==> src/sct_pkg.sv <==
// Package with register map, field layout and constants of the capture timer.
package sct_pkg;
	localparam logic [7:0] REG_CONTROL = 8'h00;
	localparam logic [7:0] REG_COUNT_LOW = 8'h04;
	localparam logic [7:0] REG_COUNT_HIGH = 8'h08;
	localparam logic [7:0] REG_TERM_LOW = 8'h0C;
	localparam logic [7:0] REG_TERM_HIGH = 8'h10;
	localparam logic [7:0] REG_CLOCK_CTRL = 8'h14;
	localparam logic [7:0] REG_IRQ_CTRL = 8'h18;
	localparam logic [7:0] REG_RADIO_MASK = 8'h1C;
	localparam logic [7:0] REG_CHAN_CTRL0 = 8'h20;
	localparam logic [7:0] REG_CAPT0 = 8'h30;
	localparam int CHAN_COUNT = 3;
	localparam int CHAN_STEP = 4;
	localparam logic [1:0] MODE_STOP = 2'h0;
	localparam logic [1:0] MODE_FREE = 2'h1;
	localparam logic [1:0] MODE_MODULO = 2'h2;
	localparam logic [1:0] MODE_UPDOWN = 2'h3;
	localparam int CTL_MODE_LSB = 0;
	localparam int CTL_DIV_LSB = 2;
	localparam int CTL_FLAG_LSB = 4;
	localparam int CTL_OVF_BIT = 7;
	localparam int CCTL_EDGE_LSB = 0;
	localparam int CCTL_MASK_BIT = 2;
	localparam int CCTL_SRC_BIT = 3;
	localparam int CCTL_CAPT_BIT = 4;
	localparam int CLK_TICK_LSB = 0;
	localparam int CLK_SYS_LSB = 3;
	localparam int IRQ_OVFMASK_BIT = 0;
	localparam int IRQ_ENABLE_BIT = 1;
	localparam int IRQ_CPUFLAG_BIT = 2;
	localparam logic [15:0] COUNT_ZERO = 16'h0000;
	localparam logic [15:0] COUNT_FULL = 16'hFFFF;
	localparam logic [15:0] COUNT_ONE = 16'h0001;
	localparam logic [6:0] DIV_RATIO_8 = 7'h07;
	localparam logic [6:0] DIV_RATIO_32 = 7'h1F;
	localparam logic [6:0] DIV_RATIO_128 = 7'h7F;
	localparam logic [1:0] AXI_OKAY = 2'h0;
	localparam logic [1:0] AXI_SLVERR = 2'h2;
endpackage

==> src/sct_timer.sv <==
// Top of the 16-bit capture timer with its AXI4-Lite register slave.
//
// Decided for this implementation: the address map and register access over AXI4-Lite.
`timescale 1ns/1ps
module sct_timer
	import sct_pkg::*;
#(
	parameter int RADIO_EVENTS = 8
)
(
	input wire logic aclk,
	input wire logic aresetn,
	input wire logic [7:0] s_axi_awaddr,
	input wire logic [2:0] s_axi_awprot,
	input wire logic s_axi_awvalid,
	output logic s_axi_awready,
	input wire logic [31:0] s_axi_wdata,
	input wire logic [3:0] s_axi_wstrb,
	input wire logic s_axi_wvalid,
	output logic s_axi_wready,
	output logic [1:0] s_axi_bresp,
	output logic s_axi_bvalid,
	input wire logic s_axi_bready,
	input wire logic [7:0] s_axi_araddr,
	input wire logic [2:0] s_axi_arprot,
	input wire logic s_axi_arvalid,
	output logic s_axi_arready,
	output logic [31:0] s_axi_rdata,
	output logic [1:0] s_axi_rresp,
	output logic s_axi_rvalid,
	input wire logic s_axi_rready,
	input wire logic [CHAN_COUNT-1:0] capture_pin_in,
	output logic [CHAN_COUNT-1:0] capture_pin_out,
	output logic [CHAN_COUNT-1:0] capture_pin_oe,
	input wire logic [RADIO_EVENTS-1:0] radio_event,
	output logic timer_irq
);
	logic [15:0] count;
	logic count_down;
	logic [1:0] count_mode_field;
	logic [1:0] prescale_select;
	logic overflow_flag;
	logic [CHAN_COUNT-1:0] chan_event_flag;
	logic [15:0] terminal_value;
	logic [7:0] terminal_low_buf;
	logic [7:0] count_high_byte;
	logic [2:0] tick_speed_field;
	logic [2:0] sys_clock_speed_field;
	logic overflow_mask;
	logic timer_irq_enable;
	logic [RADIO_EVENTS-1:0] radio_irq_mask;
	logic [4:0] chan_control_reg [CHAN_COUNT];
	logic [15:0] chan_capture [CHAN_COUNT];
	logic [CHAN_COUNT-1:0] pin_meta;
	logic [CHAN_COUNT-1:0] pin_sync;
	logic [CHAN_COUNT-1:0] pin_prev;
	logic [CHAN_COUNT-1:0] capture_hit;
	logic active_edge;
	logic overflow_event;
	logic cpu_timer_flag;
	logic [7:0] aw_addr;
	logic aw_held;
	logic [31:0] w_data;
	logic [3:0] w_strb;
	logic w_held;
	logic do_write;
	logic do_read;
	logic [31:0] read_value;
	logic read_ok;
	logic wr_count_low;
	logic wr_control;
	logic rd_count_low;

	function automatic logic chan_hit(input logic [7:0] addr, input logic [7:0] base,
		input int idx);
		chan_hit = (addr == 8'(base + 8'(idx * CHAN_STEP)));
	endfunction

	sct_tick_gen u_tick
	(
		.aclk(aclk),
		.aresetn(aresetn),
		.tick_speed_field(tick_speed_field),
		.prescale_select(prescale_select),
		.active_edge(active_edge)
	);

	// Write address and data are held until both are present, in either order.
	assign s_axi_awready = !aw_held && !s_axi_bvalid;
	assign s_axi_wready = !w_held && !s_axi_bvalid;
	assign do_write = aw_held && w_held && !s_axi_bvalid;

	always_ff @(posedge aclk)
	begin
		if (!aresetn)
		begin
			aw_held <= 1'b0;
			aw_addr <= '0;
		end
		else if (s_axi_awvalid && s_axi_awready)
		begin
			aw_held <= 1'b1;
			aw_addr <= s_axi_awaddr;
		end
		else if (do_write)
			aw_held <= 1'b0;
	end

	always_ff @(posedge aclk)
	begin
		if (!aresetn)
		begin
			w_held <= 1'b0;
			w_data <= '0;
			w_strb <= '0;
		end
		else if (s_axi_wvalid && s_axi_wready)
		begin
			w_held <= 1'b1;
			w_data <= s_axi_wdata;
			w_strb <= s_axi_wstrb;
		end
		else if (do_write)
			w_held <= 1'b0;
	end

	always_ff @(posedge aclk)
	begin
		if (!aresetn)
		begin
			s_axi_bvalid <= 1'b0;
			s_axi_bresp <= AXI_OKAY;
		end
		else if (do_write)
		begin
			s_axi_bvalid <= 1'b1;
			s_axi_bresp <= (aw_addr <= REG_CAPT0 + 8'(2 * CHAN_STEP) &&
				aw_addr[1:0] == 2'h0) ? AXI_OKAY : AXI_SLVERR;
		end
		else if (s_axi_bready)
			s_axi_bvalid <= 1'b0;
	end

	// Only byte lane 0 carries register contents; other lanes are ignored.
	assign wr_control = do_write && w_strb[0] && aw_addr == REG_CONTROL;
	assign wr_count_low = do_write && w_strb[0] && aw_addr == REG_COUNT_LOW;

	always_ff @(posedge aclk)
	begin
		if (!aresetn)
		begin
			count_mode_field <= MODE_STOP;
			prescale_select <= '0;
			terminal_low_buf <= '0;
			terminal_value <= COUNT_FULL;
			tick_speed_field <= '0;
			sys_clock_speed_field <= '0;
			overflow_mask <= 1'b0;
			timer_irq_enable <= 1'b0;
			radio_irq_mask <= '0;
			for (int i = 0; i < CHAN_COUNT; i++)
				chan_control_reg[i] <= '0;
		end
		else if (do_write && w_strb[0])
		begin
			if (aw_addr == REG_CONTROL)
			begin
				count_mode_field <= w_data[CTL_MODE_LSB +: 2];
				prescale_select <= w_data[CTL_DIV_LSB +: 2];
			end
			if (aw_addr == REG_TERM_LOW)
				terminal_low_buf <= w_data[7:0];
			// Low byte is buffered so that a half-written terminal value never takes effect.
			if (aw_addr == REG_TERM_HIGH)
				terminal_value <= {w_data[7:0], terminal_low_buf};
			if (aw_addr == REG_CLOCK_CTRL)
			begin
				tick_speed_field <= w_data[CLK_TICK_LSB +: 3];
				sys_clock_speed_field <= w_data[CLK_SYS_LSB +: 3];
			end
			if (aw_addr == REG_IRQ_CTRL)
			begin
				overflow_mask <= w_data[IRQ_OVFMASK_BIT];
				timer_irq_enable <= w_data[IRQ_ENABLE_BIT];
			end
			if (aw_addr == REG_RADIO_MASK)
				radio_irq_mask <= w_data[RADIO_EVENTS-1:0];
			for (int i = 0; i < CHAN_COUNT; i++)
				if (chan_hit(aw_addr, REG_CHAN_CTRL0, i))
					chan_control_reg[i] <= w_data[4:0];
		end
	end

	always_ff @(posedge aclk)
	begin
		if (!aresetn)
		begin
			count <= COUNT_ZERO;
			count_down <= 1'b0;
		end
		else if (wr_count_low)
		begin
			count <= COUNT_ZERO;
			count_down <= 1'b0;
		end
		else if (active_edge)
		begin
			unique case (count_mode_field)
				MODE_STOP: count <= count;
				MODE_FREE: count <= count + COUNT_ONE;
				MODE_MODULO: count <= (count >= terminal_value) ? COUNT_ZERO
					: count + COUNT_ONE;
				MODE_UPDOWN:
				begin
					if (!count_down && count >= terminal_value)
					begin
						count <= (count == COUNT_ZERO) ? COUNT_ZERO : count - COUNT_ONE;
						count_down <= (count != COUNT_ZERO);
					end
					else if (count_down && count == COUNT_ONE)
					begin
						count <= COUNT_ZERO;
						count_down <= 1'b0;
					end
					else if (count_down)
						count <= count - COUNT_ONE;
					else
						count <= count + COUNT_ONE;
				end
			endcase
		end
	end

	// overflow at COUNT_FULL (free), at terminal value (modulo), at zero (up/down)
	// The flag is raised on the edge where the counter arrives at the value.
	always_comb
	begin
		overflow_event = 1'b0;
		if (active_edge && !wr_count_low)
		begin
			unique case (count_mode_field)
				MODE_STOP: overflow_event = 1'b0;
				MODE_FREE: overflow_event = (count + COUNT_ONE == COUNT_FULL);
				MODE_MODULO: overflow_event = (count < terminal_value) &&
					(count + COUNT_ONE == terminal_value);
				MODE_UPDOWN: overflow_event = count_down && (count == COUNT_ONE);
			endcase
		end
	end

	always_ff @(posedge aclk)
	begin
		if (!aresetn)
		begin
			pin_meta <= '0;
			pin_sync <= '0;
			pin_prev <= '0;
		end
		else
		begin
			pin_meta <= capture_pin_in;
			pin_sync <= pin_meta;
			pin_prev <= pin_sync;
		end
	end

	// one pin per channel
	// Capture pins are inputs only here; compare outputs are not built.
	assign capture_pin_out = '0;
	assign capture_pin_oe = '0;

	generate
		for (genvar c = 0; c < CHAN_COUNT; c++)
		begin : g_chan
			logic rise;
			logic fall;
			logic pin_edge;
			assign rise = pin_sync[c] && !pin_prev[c];
			assign fall = !pin_sync[c] && pin_prev[c];
			assign pin_edge = (chan_control_reg[c][CCTL_EDGE_LSB] && rise) ||
				(chan_control_reg[c][CCTL_EDGE_LSB + 1] && fall);
			assign capture_hit[c] = chan_control_reg[c][CCTL_CAPT_BIT] &&
				(count_mode_field != MODE_STOP) &&
				(chan_control_reg[c][CCTL_SRC_BIT] ? |(radio_event & radio_irq_mask)
				: pin_edge);

			always_ff @(posedge aclk)
			begin
				if (!aresetn)
					chan_capture[c] <= COUNT_ZERO;
				else if (capture_hit[c])
					chan_capture[c] <= count;
			end
		end
	endgenerate

	// flags clear on reset
	// Software clears a flag by writing zero to it; a same-cycle event wins.
	always_ff @(posedge aclk)
	begin
		if (!aresetn)
		begin
			overflow_flag <= 1'b0;
			chan_event_flag <= '0;
		end
		else
		begin
			overflow_flag <= overflow_event ||
				(overflow_flag && !(wr_control && !w_data[CTL_OVF_BIT]));
			for (int i = 0; i < CHAN_COUNT; i++)
				chan_event_flag[i] <= capture_hit[i] || (chan_event_flag[i] &&
					!(wr_control && !w_data[CTL_FLAG_LSB + i]));
		end
	end

	always_comb
	begin
		cpu_timer_flag = overflow_flag && overflow_mask;
		for (int i = 0; i < CHAN_COUNT; i++)
			cpu_timer_flag = cpu_timer_flag ||
				(chan_event_flag[i] && chan_control_reg[i][CCTL_MASK_BIT]);
	end

	always_ff @(posedge aclk)
	begin
		if (!aresetn)
			timer_irq <= 1'b0;
		else
			timer_irq <= cpu_timer_flag && timer_irq_enable;
	end

	// Read side.
	assign s_axi_arready = !s_axi_rvalid;
	assign do_read = s_axi_arvalid && s_axi_arready;
	assign rd_count_low = do_read && s_axi_araddr == REG_COUNT_LOW;

	always_ff @(posedge aclk)
	begin
		if (!aresetn)
			count_high_byte <= '0;
		else if (rd_count_low)
			count_high_byte <= count[15:8];
	end

	always_comb
	begin
		read_value = '0;
		read_ok = 1'b1;
		unique case (s_axi_araddr)
			REG_CONTROL: read_value[7:0] = {overflow_flag, chan_event_flag,
				prescale_select, count_mode_field};
			REG_COUNT_LOW: read_value[7:0] = count[7:0];
			REG_COUNT_HIGH: read_value[7:0] = count_high_byte;
			REG_TERM_LOW: read_value[7:0] = terminal_value[7:0];
			REG_TERM_HIGH: read_value[7:0] = terminal_value[15:8];
			REG_CLOCK_CTRL: read_value[5:0] = {sys_clock_speed_field, tick_speed_field};
			REG_IRQ_CTRL: read_value[2:0] = {cpu_timer_flag, timer_irq_enable,
				overflow_mask};
			REG_RADIO_MASK: read_value[RADIO_EVENTS-1:0] = radio_irq_mask;
			default:
			begin
				read_ok = 1'b0;
				for (int i = 0; i < CHAN_COUNT; i++)
				begin
					if (chan_hit(s_axi_araddr, REG_CHAN_CTRL0, i))
					begin
						read_value[4:0] = chan_control_reg[i];
						read_ok = 1'b1;
					end
					if (chan_hit(s_axi_araddr, REG_CAPT0, i))
					begin
						read_value[15:0] = chan_capture[i];
						read_ok = 1'b1;
					end
				end
			end
		endcase
	end

	always_ff @(posedge aclk)
	begin
		if (!aresetn)
		begin
			s_axi_rvalid <= 1'b0;
			s_axi_rdata <= '0;
			s_axi_rresp <= AXI_OKAY;
		end
		else if (do_read)
		begin
			s_axi_rvalid <= 1'b1;
			s_axi_rdata <= read_value;
			s_axi_rresp <= read_ok ? AXI_OKAY : AXI_SLVERR;
		end
		else if (s_axi_rready)
			s_axi_rvalid <= 1'b0;
	end
endmodule

==> src/sct_tick_gen.sv <==
// Timer tick generator: tick speed divider followed by the counting prescaler.
`timescale 1ns/1ps
module sct_tick_gen
	import sct_pkg::*;
(
	input wire logic aclk,
	input wire logic aresetn,
	input wire logic [2:0] tick_speed_field,
	input wire logic [1:0] prescale_select,
	output logic active_edge
);
	logic [6:0] tick_cnt;
	logic [6:0] tick_limit;
	logic tick;
	logic [6:0] pre_cnt;
	logic [6:0] pre_limit;

	// tick rate from speed field
	// The system clock itself is never touched; only a tick enable is derived.
	assign tick_limit = 7'((8'h01 << tick_speed_field) - 8'h01);
	assign tick = (tick_cnt >= tick_limit);

	always_ff @(posedge aclk)
	begin
		if (!aresetn)
			tick_cnt <= '0;
		else if (tick)
			tick_cnt <= '0;
		else
			tick_cnt <= tick_cnt + 7'h01;
	end

	always_comb
	begin
		unique case (prescale_select)
			2'h0: pre_limit = '0;
			2'h1: pre_limit = DIV_RATIO_8;
			2'h2: pre_limit = DIV_RATIO_32;
			2'h3: pre_limit = DIV_RATIO_128;
		endcase
	end

	always_ff @(posedge aclk)
	begin
		if (!aresetn)
			pre_cnt <= '0;
		else if (tick)
			pre_cnt <= (pre_cnt >= pre_limit) ? 7'h00 : pre_cnt + 7'h01;
	end

	assign active_edge = tick && (pre_cnt >= pre_limit);
endmodule

==> config.mk <==
export PLATFORM = sky130hd
export DESIGN_NAME = sct_timer
export DESIGN_NICKNAME = d
export VERILOG_FILES = /design/src/sct_pkg.sv /design/src/sct_timer.sv /design/src/sct_tick_gen.sv
export SDC_FILE = /design/constraint.sdc
export NUM_CORES = 1
export LEC_CHECK = 0
export BUFFER_PORTS_ARGS = -buffer_cell sky130_fd_sc_hd__buf_2
export CORE_ASPECT_RATIO = 1.75
export CORE_UTILIZATION = 35
export DETAILED_ROUTE_END_ITERATION = 8
export SETUP_SLACK_MARGIN = 0.05
export SYNTH_ARGS = -nofsm -noshare
export SYNTH_HDL_FRONTEND = slang
export SYNTH_SLANG_ARGS = --single-unit
==> constraint.sdc <==
create_clock -name aclk -period 4.5 [get_ports aclk]
set_input_delay 0 -clock aclk [delete_from_list [all_inputs] [get_ports aclk]]
set_output_delay 0 -clock aclk [all_outputs]
set_load 0.1 [all_outputs]
==> flow_summary.toml, run 1 <==
[final_layout]
final_util_pct = 40.9
final_common_cell = "dfxtp_1"
top_register = "chan_capture"
nets = 1301
drive_gt1_share_pct = 12.0
area_growth_pct = 15.2
antenna_cells = 0
fin_cells = 1578
final_cell_mix = "dfxtp_1 (136), nand2_1 (124), nor2_1 (108)"
largest_register_ffs = 48

[logic_synthesis]
synth_area_leader_cell = "dfxtp_1"
synth.distinct_cells = 65
syn_area_um2 = 10100
ys_async_sr_fraction_pct = 0
synth_area_leaders = "dfxtp_1 (27%), edfxtp_1 (19%), ha_1 (4.7%)"
synth_seq_cells = 199
synth_area_per_cell_um2 = 9.09
ys_warn_count = 0
yosysTopAreaCellShare_pct = 26.9
synth_edf_count = 63
ys_seq_area_share_pct = 45.6
synthFlopType = "dfxtp_1"
synthCells = 1114

[clocking]
cts.clk_slew.worst_paths_ps = 80
numCtsBuffers = 17
cts_resized = 0
cts_setup_buffers = 0
clkLatencyLatePin_ps = 460
cts_max_level = 4
cts_tree = "done"
cts_root_buf = "clkbuf_16"
clockBufferDepth = 2
cts_hold_buf = 28
clock_sinks = 199

[pwr]
vdd_drop_max_mv = 0.226
power_density_nw_per_um2 = 328
leakagePower_nw = 4.74

[die]
dieHeight_um = 227
io-pin-count = 124
die_x_um = 131
coreArea_um2 = 28500
dieArea_um2 = 29600
start_util_pct = 35.5
rows = 82

[critical_path]
slowest_delay_ps = 460
r2r-start = "tick_speed_field[0]"
end_kind = "register"
path_cells = "or3_1 > ha_1 > xor2_1 > nor2_1 > a21oi_1 > ha_1 > nand4_1 > a21oi_1 > a2111oi_2 > buf_4 > o21bai_1 > nand2b_1 > a221o_1 > a22oi_1 > nor2_1"
worstSetupStartpoint = "tick_speed_field[0]"
cp.arrival_ps = 4140
cp_slowest_cell = "nand2b_1"
criticalPathCategory = "register to register"
required_ps = 4850
worst-path-max-fanout = 9
reg2reg_setup_slack_ps = 710
start_kind = "register"

[drt]
route.vias.total = 8797
drtIter0Drc = 550
firstDrtPassIters = 6
wl_per_cell_um = 20.3
drc = 0
wl_um = 32000
postRouteAntennaNets = 0
via_per_inst = 5.57

[global_routing]
grt_overflow = 0
grt_pass1_wl_um = 47900
grt_max_degree = 47
antenna_found_initial = 0
grt_pass1_vias = 8400
grtUsageTotal_pct = 22.1

[place]
hpwl_um = 23000
routabilityCongestion = 0.925
dp_cells = 1518
port_buffers = 66

[min_path]
min_from = "s_axi_wvalid"
hold_path_class = "input port to register"

[sta]
rsz0062_at_grt = "no"
slew_violations = 0
setup_violations = 0
worst_slew_pin_slew_ps = 1150
finalHoldViolCount = 0
fin_crit_sh_pct = 84.1
setup_tns_ps = 0
fmax_mhz = 264
fin_crit_ps = 3790
max-slew-margin-rel_pct = 22.8
finClkSkew_ps = 14.6

[run]
maxCapViolations = 0

[status]
outcome = "completed"
## final cells by class
type	instances	area (um2)
fillers	2911	16900
multi-input cells	817	5050
flip-flops and latches	199	4610
repair buffers	122	821
well taps	378	473
clock buffers	17	425
clock inverters	15	160
inverters	30	113
## worst max-delay path, delay by kind of cell (launching register included)
kind	cells	cell delay (ps)
compound gates	6	1190
xor+xnor	1	170
fa+ha+maj	2	620
buf+inv	1	160
flops	1	390
simple gates	5	1120
## kinds of logic after synthesis
group,Yosys count,synth area share [%]
other cells,1,0.0370
xor+xnor,41,3.55
simple gates,429,20.4
fa+ha+maj,38,4.70
mux,30,2.97
flops,199,45.6
compound gates,255,17.4
buf+inv,121,5.41
## routing by layer
metal | wire length (um) | share of wire, % | track usage (%)
met1 | 11400 | 36 | 23.0
met2 | 16700 | 52 | 39.5
met3 | 1510 | 4.7 | 2.94
met4 | 2420 | 7.5 | 17.0
met5 | 0 | 0 | 0
## per-stage QoR
step	power (W)	hold WS [ps]	instance area [um2]	worst slack, ps
2_1_floorplan	0.00226	100	10200	986
3_3_place_gp	0.00233	185	10800	802
3_5_place_dp	0.00233	194	10800	741
4_1_cts	0.00385	22.9	11700	716
5_1_grt	0.00393	78.6	11700	433
6_report	0.00382	36.9	11700	714
## final timing paths
check,cells after the start,end
worst max-delay path,15,count[11]
worst min-delay path,4,w_data[5]
worst max register to register,15,count[11]
worst min register to register,1,pin_sync[0]
## power breakdown
| part | switching (W) | internal [W] | total [W] |
|---|---|---|---|
| registers | 0.0000418 | 0.00189 | 0.00193 |
| logic | 0.000297 | 0.0000741 | 0.000371 |
| clock network | 0.000774 | 0.000742 | 0.00152 |
## synthesized netlist by cell type (10+ instances only)
cell type / instances
inv_1: 29
nor3_1: 23
nor2_1: 109
clkbuf_1: 61
ha_1: 38
buf_4: 24
a222oi_1: 14
a22oi_1: 30
o21ai_0: 33
and3_1: 12
nand4_1: 10
edfxtp_1: 63
o211ai_1: 22
mux2i_1: 30
dfxtp_1: 136
a211oi_1: 15
a21oi_1: 71
nand2b_1: 11
xnor2_1: 22
xor2_1: 19
nor4_1: 12
nand3_1: 35
nand2_1: 124
and2_1: 61
Note: power is estimated with default switching activity, not from simulation.
==> run 2: changes to the inputs <==
clock period = 3.2 ns   (was 4.5 ns; I/O delays follow)
==> run 2 against run 1 <==
  * Register-to-register slack got worse by 550 ps
  * Via count increased by 1.6%
  * Utilization increased by 1.5 points
  * Non-clock buffer count increased by 43
  * Hold slack got worse by 6.4 ps
  * Die area unchanged
  * First-iteration DRC count increased by 27%
  * Final area increased by 3.6%
  * Critical path type unchanged
  * Combinational power increased by 42%
  * Wire length increased by 2.9%
  * Clock power increased by 40%
==> flow_summary.toml, run 2 (synthesized netlist as in run 1, its figures left out) <==
[status]
outcome = "completed"

[global_routing]
grt_max_degree = 47
grt_overflow = 0
grt_pass1_vias = 8986
grtUsageTotal_pct = 23.0
grt_pass1_wl_um = 50000
antenna_found_initial = 0

[critical_path]
slowest_delay_ps = 450
rr_worst_depth = 10
cp_slowest_cell = "a2111o_1"
r2r-start = "terminal_value[12]"
criticalPathCategory = "register to register"
path_common_cell = "a2111o_1"
start_kind = "register"
crit-reg2reg-capture = "count[3]"
required_ps = 3590
worst-path-max-fanout = 5
end_kind = "register"
reg2reg_setup_slack_ps = 170
cp.arrival_ps = 3420
path_cells = "inv_1 > ha_1 > nand4_2 > nor2_1 > or3_1 > a2111o_1 > or3_4 > a2111o_1 > a211o_1 > a21oi_2"

[die]
coreArea_um2 = 28500
dieHeight_um = 227
start_util_pct = 35.5
die_x_um = 131
io-pin-count = 124
dieArea_um2 = 29600
rows = 82

[final_layout]
drive_gt1_share_pct = 16.4
area_growth_pct = 19.3
multi_input_area_um2 = 5150
regArea_um2 = 4620
final_cell_mix = "dfxtp_1 (133), nand2_1 (124), nor2_1 (108)"
largest_register_ffs = 48
fillers = 2898
antenna_cells = 0
top_register = "chan_capture"
fin_cells = 1621
final_common_cell = "dfxtp_1"
nets = 1344
final_util_pct = 42.4

[clocking]
clkLatencyLatePin_ps = 460
cts_max_level = 4
clock_sinks = 199
cts_root_buf = "clkbuf_16"
clockBufferDepth = 2
cts.clk_slew.worst_paths_ps = 80
cts_tree = "done"
numCtsBuffers = 17

[sta]
finalHoldViolCount = 0
rsz0062_at_grt = "yes"
fin_crit_sh_pct = 94.8
setup_tns_ps = 0
max-slew-margin-rel_pct = 46.4
fmax_mhz = 330
setup_violations = 0
fin_crit_ps = 3030
finClkSkew_ps = 10.9
slew_violations = 0
finalWorstSetupSlack_ps = 168
holdWs_ps = 30.5
worst_slew_pin_slew_ps = 802

[pwr]
p_seq_share_pct = 50.6
leakagePower_nw = 4.97
switchingPower_w = 0.00156
vdd_drop_max_mv = 0.323
p_sw_share_pct = 29.1
p_comb_share_pct = 9.8
power_frac_clock_pct = 39.7
p_int_w = 0.00381
power_density_nw_per_um2 = 445

[drt]
wl_per_cell_um = 20.3
drtIter0Drc = 700
drc = 0
postRouteAntennaNets = 0
route.vias.total = 8939
firstDrtPassIters = 8
via_per_inst = 5.51
wl_um = 33000

[run]
maxCapViolations = 0

[min_path]
holdPathEnd = "aw_held"
hold_depth = 3
min_from = "s_axi_awvalid"
hold_path_class = "input port to register"

[place]
port_buffers = 66
dp_cells = 1560
routabilityCongestion = 0.948
hpwl_um = 24100
post-place-ws_ps = 20.9
-- run 2: routing by layer --
layer | GRT usage, % | up-vias | share of wire [%]
met2 | 40.9 | 328 | 52
met4 | 18.3 | 0 | 7.7
met1 | 23.5 | 4279 | 36
met5 | 0 | - | 0
met3 | 3.85 | 120 | 4.6
li1 | - | 4212 | -
-- run 2: worst max-delay path by stage --
stage                             start         to  slack, ps  cells after the start
CTS                  terminal_value[11]   count[3]         60                     10
detailed placement  tick_speed_field[2]  count[15]         20                     14
global route        tick_speed_field[1]  count[15]         40                     16
floorplan           tick_speed_field[2]  count[11]         30                     16
global placement    tick_speed_field[2]  count[15]        120                     14
finish               terminal_value[12]   count[3]        170                     10
-- run 2: repair_timing --
action / in CTS / in global routing
setup buffers: 1 / 2
resized for setup: 1 / 13
endpoints found under the setup margin: 1 / 25
pin swaps: 0 / 4
endpoints found under the hold margin: 23 / 0
hold buffers: 26 / 0
-- run 2: area by class of cell --
type	instances	share of cell area [%]
Tap cell	378	3.91
Clock buffer	17	3.52
Sequential cell	199	38.2
Multi-Input combinational cell	817	42.6
Inverter	30	0.932
Timing Repair Buffer	165	9.53
Clock inverter	15	1.27
-- run 2: power groups by stage --
stage | Clock (W) | Combinational (W) | Sequential (W)
2_1_floorplan | 0 | 0.000305 | 0.00287
3_3_place_gp | 0 | 0.000496 | 0.00278
3_5_place_dp | 0 | 0.000499 | 0.00278
4_1_cts | 0.00217 | 0.000525 | 0.00272
5_1_grt | 0.00227 | 0.000555 | 0.00273
6_report | 0.00213 | 0.000525 | 0.00272
-- run 2: per-stage QoR --
step	instance area, um2	power, W
final	12100	0.00538
after global routing	12100	0.00555
after CTS	12000	0.00542
after detailed placement	11200	0.00328
after global placement	11200	0.00327
after floorplan	10300	0.00317
-- run 2: critical path, delay by kind of cell (launching register included) --
| family | cells | cell delay (ps) |
|---|---|---|
| fa+ha+maj | 1 | 300 |
| flops | 1 | 370 |
| simple gates | 4 | 950 |
| compound gates | 4 | 1250 |
| buf+inv | 1 | 110 |
